<file path="src/i2c_slave_regs.svh">
// Purpose: Register offsets, field positions and bus constants of the I2C slave port.
// Assumes: 32-bit APB data, one aligned word per register, byte addresses below 0x100.
// Notes:   Included by the top design file of the slave port, the checker and the bench.
`ifndef I2C_SLAVE_REGS_SVH
`define I2C_SLAVE_REGS_SVH

// Register byte offsets.
`define OFF_CTRL        8'h00
`define OFF_STATUS      8'h04
`define OFF_DATA        8'h08
`define OFF_TX0         8'h0C
`define OFF_TX1         8'h10

// Control register fields.
`define CTL_ENABLE      0
`define CTL_EVT_EN      1

// Status register fields.
`define ST_RX_READY     0
`define ST_TX_DONE      1
`define ST_TX_RESET     2
`define ST_ADDRESSED    3
`define ST_READ_DIR     4

// Reset values.
`define RST_TX_RESET    1'b1
`define RST_BYTE        8'h00
`define RST_WORD        32'h0000_0000

// Fixed bus address in its write form.
`define DEV_ADDR_WRITE  8'h6C

// Bit count of one byte on the bus.
`define BITS_PER_BYTE   4'h8

// Byte sent once the two-byte message is exhausted (line left released).
`define TX_FILL         8'hFF

// Transmit byte counter values.
`define TXC_NONE        2'h0
`define TXC_ONE         2'h1
`define TXC_TWO         2'h2

`endif

</file>
<file path="src/i2c_slave_pkg.sv">
// Purpose: Types shared by the I2C slave port modules.
// Assumes: Constants come from i2c_slave_regs.svh.
// Notes:   The core state is one packed struct, registered as a whole.
package i2c_slave_pkg;

	// Bus-side sequencer states.
	typedef enum logic [2:0] {
		ST_IDLE,
		ST_ADDR,
		ST_ADDR_ACK,
		ST_RX,
		ST_RX_ACK,
		ST_TX,
		ST_TX_ACK,
		ST_IGNORE
	} seq_state_t;

	// Complete state of the slave core.
	typedef struct packed {
		seq_state_t  st;
		logic [3:0]  bitcnt;
		logic [7:0]  shreg;
		logic        rw;
		logic [1:0]  tx_cnt;
		logic        mack;
		logic        sda_oe;
		logic        sda_lvl;
		logic        addressed;
		logic        enable;
		logic        evt_en;
		logic        rx_flag;
		logic        tx_done;
		logic        tx_rst;
		logic [7:0]  rx_data;
		logic [7:0]  tx0;
		logic [7:0]  tx1;
		logic        irq;
		logic        pready;
		logic        pslverr;
		logic [31:0] prdata;
	} core_state_t;

	// State of the bus condition detector.
	typedef struct packed {
		logic scl_prev;
		logic sda_prev;
	} det_state_t;

endpackage : i2c_slave_pkg

</file>
<file path="src/bus_event_if.sv">
// Purpose: Carries the synchronised bus lines and their events to the slave core.
// Assumes: All signals are on pclk.
// Notes:   Events are one-cycle pulses.
`timescale 1ns/1ns
`default_nettype none
interface bus_event_if;
	logic scl;
	logic sda;
	logic scl_rise;
	logic scl_fall;
	logic start;
	logic stop;

	modport det  (output scl, sda, scl_rise, scl_fall, start, stop);
	modport core (input  scl, sda, scl_rise, scl_fall, start, stop);
endinterface : bus_event_if
`default_nettype wire

</file>
<file path="src/line_sync.sv">
// Purpose: Two-flop synchroniser for asynchronous input lines.
// Assumes: Inputs may change at any time relative to pclk.
// Notes:   Only the second stage leaves this module.
`timescale 1ns/1ns
`default_nettype none
module line_sync #(
	parameter int W = 2
) (
	// Clock and reset.
	input  wire logic         pclk,
	input  wire logic         presetn,
	input  wire logic         ce,
	// Lines.
	input  wire logic [W-1:0] d_async,
	output logic      [W-1:0] q_sync
);
	typedef struct packed {
		logic [W-1:0] s1;
		logic [W-1:0] s2;
	} sync_state_t;

	sync_state_t s_ff;
	sync_state_t nxt_s;

	// Lines idle high on the bus, so both stages reset to one.
	always_comb begin
		nxt_s = s_ff;
		if (ce) begin
			nxt_s.s1 = d_async;
			nxt_s.s2 = s_ff.s1;
		end
	end

	always_ff @(posedge pclk or negedge presetn) begin
		if (!presetn) begin
			s_ff <= '1;
		end else begin
			s_ff <= nxt_s;
		end
	end

	assign q_sync = s_ff.s2;
endmodule : line_sync
`default_nettype wire

</file>
<file path="src/bus_cond_detect.sv">
// Purpose: Finds clock edges and start and stop conditions on the synchronised bus lines.
// Assumes: Lines arrive already synchronised to pclk.
// Notes:   Events are combinational pulses; the core registers what it uses.
`timescale 1ns/1ns
`default_nettype none
module bus_cond_detect
	import i2c_slave_pkg::*;
(
	// Clock and reset.
	input  wire logic pclk,
	input  wire logic presetn,
	input  wire logic ce,
	// Synchronised lines.
	input  wire logic scl_s,
	input  wire logic sda_s,
	// Events to the core.
	bus_event_if.det  ev
);
	det_state_t s_ff;
	det_state_t nxt_s;

	// Remember the previous line levels.
	always_comb begin
		nxt_s = s_ff;
		if (ce) begin
			nxt_s.scl_prev = scl_s;
			nxt_s.sda_prev = sda_s;
		end
	end

	always_ff @(posedge pclk or negedge presetn) begin
		if (!presetn) begin
			s_ff <= '1;
		end else begin
			s_ff <= nxt_s;
		end
	end

	// Data edges while the clock stays high are start and stop.
	assign ev.scl      = scl_s;
	assign ev.sda      = sda_s;
	assign ev.scl_rise = ce & scl_s & ~s_ff.scl_prev;
	assign ev.scl_fall = ce & ~scl_s & s_ff.scl_prev;
	assign ev.start    = ce & scl_s & s_ff.scl_prev & s_ff.sda_prev & ~sda_s;
	assign ev.stop     = ce & scl_s & s_ff.scl_prev & ~s_ff.sda_prev & sda_s;
endmodule : bus_cond_detect
`default_nettype wire

</file>
<file path="src/i2c_slave_port.sv">
// Purpose: Fixed-address I2C slave port with APB register access.
// Assumes: pclk at least twice the bus clock; the master drives the clock line.
// Notes:   Receives bytes into a holding register, sends a two-byte message on reads.
//
// Contract
// - Slave only, answering the single fixed address whose write form is 0x6C.
// - When active, port line zero carries bus clock in, line one bidirectional data.
// - The data line is only pulled low, otherwise released to the pull-up.
// - The slave is active only while software sets its enable bit.
// - While enabled, internal pull-ups on both bus lines are switched on.
// - While enabled, the slave logic owns the direction of both bus pins.
// - After a start, eight bits are shifted in and compared with the address.
// - On a match the data line is held low during the ninth clock.
// - In writes every further byte is acknowledged low on its ninth clock.
// - A complete byte goes to the holding register and sets receive-ready.
// - Receive-ready stays set until software writes zero; software polls and clears.
// - Bytes keep being received and acknowledged until a stop condition.
// - With events enabled, each received byte raises an interrupt request.
// - Address bit zero selects direction; read form 0x6D makes the slave transmit.
// - Outgoing data comes from a buffer holding exactly two bytes.
// - After both message bytes are shifted out, transmit-done is set.
// - Transmit-done interrupt fires only while buffer reset status is clear; each finished pair sets it again.
// - System clock should run at least twice the bus clock.
//
// The implementer's own choices: the APB interface to the registers and the address map.
`timescale 1ns/1ns
`default_nettype none
`include "i2c_slave_regs.svh"
module i2c_slave_port
	import i2c_slave_pkg::*;
(
	// Clock, reset and freeze.
	input  wire logic        pclk,
	input  wire logic        presetn,
	input  wire logic        ce,
	// APB slave.
	input  wire logic        psel,
	input  wire logic        penable,
	input  wire logic        pwrite,
	input  wire logic [7:0]  paddr,
	input  wire logic [31:0] pwdata,
	output logic      [31:0] prdata,
	output logic             pready,
	output logic             pslverr,
	// Bus pins.
	input  wire logic        port_line_zero_i,
	input  wire logic        port_line_one_i,
	output logic             port_line_one_o,
	output logic             port_line_one_oe,
	// Pin control and events.
	output logic             pins_owned,
	output logic             pullup_en,
	output logic             event_irq
);

	////////////////////////////////////////////////////////////////////////////////
	// Line synchronisation and condition detection.

	logic [1:0] lines_s;

	bus_event_if ev ();

	// Clock line is bit one, data line bit zero.
	line_sync #(
		.W (2)
	) u_sync (
		.pclk    (pclk),
		.presetn (presetn),
		.ce      (ce),
		.d_async ({port_line_zero_i, port_line_one_i}),
		.q_sync  (lines_s)
	);

	bus_cond_detect u_det (
		.pclk    (pclk),
		.presetn (presetn),
		.ce      (ce),
		.scl_s   (lines_s[1]),
		.sda_s   (lines_s[0]),
		.ev      (ev.det)
	);

	////////////////////////////////////////////////////////////////////////////////
	// State.

	core_state_t s_ff;
	core_state_t nxt_s;

	logic        apb_setup;
	logic        apb_write;
	logic        addr_ok;
	logic [31:0] rd_word;
	logic [7:0]  next_tx;

	// An access phase completes in the cycle after the setup phase.
	assign apb_setup = psel & ~penable & ~s_ff.pready;
	assign apb_write = psel & penable & s_ff.pready & pwrite & ~s_ff.pslverr;

	// Address decode, shared by read data and error answer.
	always_comb begin
		addr_ok = 1'b1;
		rd_word = `RST_WORD;
		case (paddr)
			`OFF_CTRL: begin
				rd_word[`CTL_ENABLE] = s_ff.enable;
				rd_word[`CTL_EVT_EN] = s_ff.evt_en;
			end
			`OFF_STATUS: begin
				rd_word[`ST_RX_READY]  = s_ff.rx_flag;
				rd_word[`ST_TX_DONE]   = s_ff.tx_done;
				rd_word[`ST_TX_RESET]  = s_ff.tx_rst;
				rd_word[`ST_ADDRESSED] = s_ff.addressed;
				rd_word[`ST_READ_DIR]  = s_ff.rw;
			end
			`OFF_DATA: begin
				rd_word[7:0] = s_ff.rx_data;
			end
			`OFF_TX0: begin
				rd_word[7:0] = s_ff.tx0;
			end
			`OFF_TX1: begin
				rd_word[7:0] = s_ff.tx1;
			end
			default: begin
				addr_ok = 1'b0;
			end
		endcase
	end

	// Second message byte, or released filler once the pair is used up.
	assign next_tx = (s_ff.tx_cnt == `TXC_ONE) ? s_ff.tx1 : `TX_FILL;

	////////////////////////////////////////////////////////////////////////////////
	// Next-state logic.

	// Register writes come first so that a bus event in the same cycle wins over a clear.
	always_comb begin
		nxt_s = s_ff;
		if (ce) begin
			nxt_s.irq = 1'b0;

			// APB handshake: answer registered during the setup cycle.
			// The error answer stands exactly as long as pready, never past the access cycle.
			nxt_s.pready  = apb_setup;
			nxt_s.pslverr = apb_setup & ~addr_ok;
			if (apb_setup) begin
				nxt_s.prdata = rd_word;
			end

			// Register writes.
			if (apb_write) begin
				case (paddr)
					`OFF_CTRL: begin
						nxt_s.enable = pwdata[`CTL_ENABLE];
						nxt_s.evt_en = pwdata[`CTL_EVT_EN];
					end
					`OFF_STATUS: begin
						// Writing zero clears a flag; writing one leaves it alone.
						if (!pwdata[`ST_RX_READY]) begin
							nxt_s.rx_flag = 1'b0;
						end
						if (!pwdata[`ST_TX_DONE]) begin
							nxt_s.tx_done = 1'b0;
						end
						if (!pwdata[`ST_TX_RESET]) begin
							nxt_s.tx_rst = 1'b0;
						end
					end
					`OFF_TX0: begin
						nxt_s.tx0 = pwdata[7:0];
					end
					`OFF_TX1: begin
						nxt_s.tx1 = pwdata[7:0];
					end
					default: begin
						nxt_s.tx0 = s_ff.tx0;
					end
				endcase
			end

			// Bus sequencer. A disabled port releases the line and forgets the frame.
			// The new enable value is used so the line is freed in the same edge as ownership.
			if (!nxt_s.enable) begin
				nxt_s.st        = ST_IDLE;
				nxt_s.sda_oe    = 1'b0;
				nxt_s.addressed = 1'b0;
			end else if (ev.stop) begin
				nxt_s.st        = ST_IDLE;
				nxt_s.sda_oe    = 1'b0;
				nxt_s.addressed = 1'b0;
			end else if (ev.start) begin
				// A start, repeated or not, always restarts the address phase.
				nxt_s.st        = ST_ADDR;
				nxt_s.bitcnt    = 4'h0;
				nxt_s.sda_oe    = 1'b0;
				nxt_s.addressed = 1'b0;
			end else begin
				case (s_ff.st)
					ST_ADDR: begin
						if (ev.scl_rise) begin
							nxt_s.shreg  = {s_ff.shreg[6:0], ev.sda};
							nxt_s.bitcnt = s_ff.bitcnt + 4'h1;
						end else if (ev.scl_fall && s_ff.bitcnt == `BITS_PER_BYTE) begin
							if ({s_ff.shreg[7:1], 1'b0} == `DEV_ADDR_WRITE) begin
								nxt_s.sda_oe    = 1'b1;
								nxt_s.rw        = s_ff.shreg[0];
								nxt_s.addressed = 1'b1;
								nxt_s.st        = ST_ADDR_ACK;
							end else begin
								nxt_s.st = ST_IGNORE;
							end
						end
					end
					ST_ADDR_ACK: begin
						// The ninth clock ends on its falling edge.
						if (ev.scl_fall) begin
							nxt_s.bitcnt = 4'h0;
							if (s_ff.rw) begin
								nxt_s.tx_cnt = `TXC_NONE;
								nxt_s.shreg  = s_ff.tx0;
								nxt_s.sda_oe = ~s_ff.tx0[7];
								nxt_s.st     = ST_TX;
							end else begin
								nxt_s.sda_oe = 1'b0;
								nxt_s.st     = ST_RX;
							end
						end
					end
					ST_RX: begin
						if (ev.scl_rise) begin
							nxt_s.shreg  = {s_ff.shreg[6:0], ev.sda};
							nxt_s.bitcnt = s_ff.bitcnt + 4'h1;
						end else if (ev.scl_fall && s_ff.bitcnt == `BITS_PER_BYTE) begin
							nxt_s.rx_data = s_ff.shreg;
							nxt_s.rx_flag = 1'b1;
							nxt_s.irq     = s_ff.evt_en;
							nxt_s.sda_oe  = 1'b1;
							nxt_s.st      = ST_RX_ACK;
						end
					end
					ST_RX_ACK: begin
						if (ev.scl_fall) begin
							nxt_s.sda_oe = 1'b0;
							nxt_s.bitcnt = 4'h0;
							nxt_s.st     = ST_RX;
						end
					end
					ST_TX: begin
						if (ev.scl_rise) begin
							nxt_s.bitcnt = s_ff.bitcnt + 4'h1;
						end else if (ev.scl_fall) begin
							if (s_ff.bitcnt == `BITS_PER_BYTE) begin
								// Byte out; let the master drive its acknowledge.
								nxt_s.sda_oe = 1'b0;
								nxt_s.st     = ST_TX_ACK;
								if (s_ff.tx_cnt == `TXC_NONE) begin
									nxt_s.tx_cnt = `TXC_ONE;
								end else if (s_ff.tx_cnt == `TXC_ONE) begin
									nxt_s.tx_cnt  = `TXC_TWO;
									nxt_s.tx_done = 1'b1;
									nxt_s.tx_rst  = 1'b1;
									nxt_s.irq     = s_ff.evt_en & ~s_ff.tx_rst;
								end
							end else begin
								// Next bit goes out while the clock is low.
								nxt_s.shreg  = {s_ff.shreg[6:0], 1'b1};
								nxt_s.sda_oe = ~s_ff.shreg[6];
							end
						end
					end
					ST_TX_ACK: begin
						if (ev.scl_rise) begin
							nxt_s.mack = ~ev.sda;
						end else if (ev.scl_fall) begin
							if (s_ff.mack) begin
								nxt_s.bitcnt = 4'h0;
								nxt_s.shreg  = next_tx;
								nxt_s.sda_oe = ~next_tx[7];
								nxt_s.st     = ST_TX;
							end else begin
								// A not-acknowledge ends the read; wait for stop or start.
								nxt_s.st = ST_IGNORE;
							end
						end
					end
					ST_IDLE, ST_IGNORE: begin
						nxt_s.sda_oe = 1'b0;
					end
					default: begin
						nxt_s.st     = ST_IDLE;
						nxt_s.sda_oe = 1'b0;
					end
				endcase
			end
		end
	end

	////////////////////////////////////////////////////////////////////////////////
	// State register.

	// The buffer reset status starts set, so software must clear it before a read can raise an event.
	always_ff @(posedge pclk or negedge presetn) begin
		if (!presetn) begin
			s_ff <= '{
				st:        ST_IDLE,
				bitcnt:    4'h0,
				shreg:     `RST_BYTE,
				rw:        1'b0,
				tx_cnt:    `TXC_NONE,
				mack:      1'b0,
				sda_oe:    1'b0,
				sda_lvl:   1'b0,
				addressed: 1'b0,
				enable:    1'b0,
				evt_en:    1'b0,
				rx_flag:   1'b0,
				tx_done:   1'b0,
				tx_rst:    `RST_TX_RESET,
				rx_data:   `RST_BYTE,
				tx0:       `RST_BYTE,
				tx1:       `RST_BYTE,
				irq:       1'b0,
				pready:    1'b0,
				pslverr:   1'b0,
				prdata:    `RST_WORD
			};
		end else begin
			s_ff <= nxt_s;
		end
	end

	////////////////////////////////////////////////////////////////////////////////
	// Outputs, all straight from the state register.

	// The data pin only ever drives low; its level flop never leaves zero.
	assign port_line_one_o  = s_ff.sda_lvl;
	assign port_line_one_oe = s_ff.sda_oe;
	assign pins_owned       = s_ff.enable;
	assign pullup_en        = s_ff.enable;
	assign event_irq        = s_ff.irq;
	assign prdata           = s_ff.prdata;
	assign pready           = s_ff.pready;
	assign pslverr          = s_ff.pslverr;

endmodule : i2c_slave_port
`default_nettype wire

</file>
<file path="config.mk">
export PLATFORM = sky130hd
export DESIGN_NAME = i2c_slave_port
export DESIGN_NICKNAME = d
export VERILOG_FILES = /design/src/i2c_slave_pkg.sv /design/src/bus_event_if.sv /design/src/line_sync.sv /design/src/bus_cond_detect.sv /design/src/i2c_slave_port.sv
export VERILOG_INCLUDE_DIRS = /design/src /design/src/src
export SDC_FILE = /design/constraint.sdc
export NUM_CORES = 1
export LEC_CHECK = 0
export BUFFER_PORTS_ARGS = -buffer_cell sky130_fd_sc_hd__buf_4
export CAP_MARGIN = 20
export CELL_PAD_IN_SITES_DETAIL_PLACEMENT = 0
export CELL_PAD_IN_SITES_GLOBAL_PLACEMENT = 2
export CORE_MARGIN = 2
export CORE_UTILIZATION = 27
export DETAILED_ROUTE_END_ITERATION = 6
export GPL_ROUTABILITY_DRIVEN = 0
export MAX_ROUTING_LAYER = met4
export PLACE_DENSITY = 0.68
export SLEW_MARGIN = 20
export SYNTH_ARGS = -nofsm -noshare
export SYNTH_HDL_FRONTEND = slang
export SYNTH_SLANG_ARGS = --single-unit
</file>
<file path="constraint.sdc">
create_clock -name pclk -period 6.76 [get_ports pclk]
set_clock_uncertainty 0.15 [all_clocks]
set_input_delay 0.676 -clock pclk [delete_from_list [all_inputs] [get_ports pclk]]
set_output_delay 0.676 -clock pclk [all_outputs]
set_load 0.01 [all_outputs]
</file>
==> out/results.ini <==
[synth]
yosys.area.top_type = dfrtp_1
yosys_warnings = 0
yosys.area.top_type_share_pct = 36.7
synth_most_common_cell = dfrtp_1
synth.ff_latch_count = 67
netlist_instances = 404
synth_common_cells = 60 x dfrtp_1, 35 x buf_4, 34 x mux2_2
synth_edf_count = 0
avgSynthCellArea_um2 = 10.1
yosysSeqAreaShare_pct = 41.2
synth_cell_types = 64
syn_area_um2 = 4090
synthFlopType = dfrtp_1
synth_area_leaders = dfrtp_1 37%, mux2_2 9.4%, buf_4 6.4%
async_reset_ff_share_pct = 100

[global_route]
antenna_found_initial = 0
grt_max_degree = 68
grt_pass1_wl_um = 17500
grt_overflow = 0
track_usage_pct = 14.2
grt_pass1_vias = 3180

[worst_setup_path]
worst_setup_path_end_kind = flip-flop
r2r_cells = 5
r2r_slack_ns = 3.70
critPathKind = reg -> reg
arrival_ns = 3.14
reg2reg_to = s_ff[83]$_DFFE_PN0P_
critPathMaxFanout = 25
r2r_start = s_ff[85]$_DFFE_PN0P_
worstSetupStartpointType = flip-flop
cp-startpoint = s_ff[85]$_DFFE_PN0P_
required_ns = 6.84

[power]
total_power_mw = 1.20
vdd_drop_max_mv = 0.126
p_leak_nw = 2.03
power_density_nw_per_um2 = 254

[routing]
vias_per_cell = 5.15
ant_nets = 0
wire_per_inst_um = 17.3
vias = 3178
drc_errors = 0
drt_iter0_drc = 237
totalWireLength_um = 10700
firstDrtPassIters = 4

[timing]
setup_viol = 0
relSlewSlack_pct = 32.8
setup_tns_ns = 0
period_needed_ns = 3.06
fmax_mhz = 327
rsz0062_at_grt = false
finalCritPeriodShare_pct = 45.3
finalMaxSlewViolations = 0
hold_viol = 0
worstMarginPinSlew_ns = 1.00

[cells_and_area]
nFillCells = 1570
n_antenna_cell = 0
multi_input_area_um2 = 2080
fin_area_um2 = 4730
seqCellArea_um2 = 1690
area_delta_synth_final_pct = 15.5
final_nets = 474
drive_above_1_share_pct = 26.1
final_util_pct = 31.5

[placed_design]
dp_hpwl_um = 7610
dpl_cell_area_um2 = 4350
port-buffer-count = 37

[floorplan]
rows = 45
die_area_um2 = 16200
dieHeight_um = 127
core_area_um2 = 15000
start_util_pct = 27.2
die_w_um = 127
ios = 87

[clock_tree]
cts_resized = 0
cts_tree = done
cts_max_path_buffers = 2
post_cts_buffers = 0
cts_buffers = 9
clk_latency_ns = 0.34
cts_hold_buf = 0
cts-root-buf = clkbuf_16
clkSlewWorstSetupHoldPaths_ns = 0.06
htreeDepth = 3
clock-sinks = 67

[min_path]
hp-class = in -> async

[run_status]
outcome = finished clean

[job]
maxCapViolCount = 0

## per-layer routing
layer	vias up	GRT usage (%)	wire, um
met5	-	-	0
met4	0	5.04	191
met3	22	2.93	381
met2	77	21.9	5060
met1	1599	18.6	5070
li1	1480	-	-
## cell families after synthesis
group	share of synthesized area, %
adders and majority gates	0.611
xor gates and xnor gates	0.214
other	0.0916
buffers and inverters	10.3
DFF	41.2
muxes	15.3
AOI/OAI and AO/OA	16.7
and+or+nand+nor	15.6
## sequential cells by signal, indices dropped and copies added, names as in the netlist, 2 cells and up
register       cells
s_ff              48
prdata             8
u_sync.q_sync      2
u_det.s_ff         2
u_sync.s_ff        2
## layout make-up
| cell class | instances | share of cell area [%] |
|---|---|---|
| well taps | 188 | 4.97 |
| clock buffers | 10 | 5.05 |
| multi-input cells | 289 | 43.9 |
| clock inverters | 6 | 2.88 |
| flip-flops and latches | 67 | 35.6 |
| inverters | 19 | 1.51 |
| repair buffers | 38 | 6.03 |
## worst max-delay path by stage
stage,endpoint,slack [ns],cells past startpoint
floorplan,s_ff[51]$_DFFE_PN0P_,4.09,6
global placement,s_ff[51]$_DFFE_PN0P_,3.46,6
detailed placement,s_ff[56]$_DFFE_PN0P_,3.49,6
CTS,s_ff[83]$_DFFE_PN0P_,3.80,5
global route,s_ff[83]$_DFFE_PN0P_,3.47,5
finish,s_ff[83]$_DFFE_PN0P_,3.70,5
## critical path, stage by stage, from the launching register on
cell and delay, ns:
dfrtp_1 0.82, and2_1 0.75, nor3_1 0.11, o21ai_0 0.60
o21ai_0 0.26, a32o_1 0.25
## layout by cell type, fill, tap and decap left out, types with 7 or more instances in the layout
cell type	count
a21oi_1	7
buf_4	38
clkbuf_16	9
conb_1	25
dfrtp_1	60
dfstp_2	7
inv_1	18
mux2_2	34
mux2_4	8
mux2i_1	10
nand2_1	27
nand3_1	17
nor2_1	17
nor3_1	10
o21ai_0	21
o221ai_1	12
o22ai_1	9
## stage by stage
stage | setup WS, ns | cells | hold slack, ns
global route | 3.47 | 617 | 0.369
detailed placement | 3.49 | 601 | 0.334
floorplan | 4.09 | 428 | 0.230
finish | 3.70 | 617 | 0.292
global placement | 3.46 | 601 | 0.315
CTS | 3.80 | 617 | 0.347
## power breakdown
group	switching [mW]	internal [mW]
Combinational	0.108	0.0589
Sequential	0.0182	0.422
Clock	0.186	0.408
No activity file was read; power rests on OpenSTA's default activity.
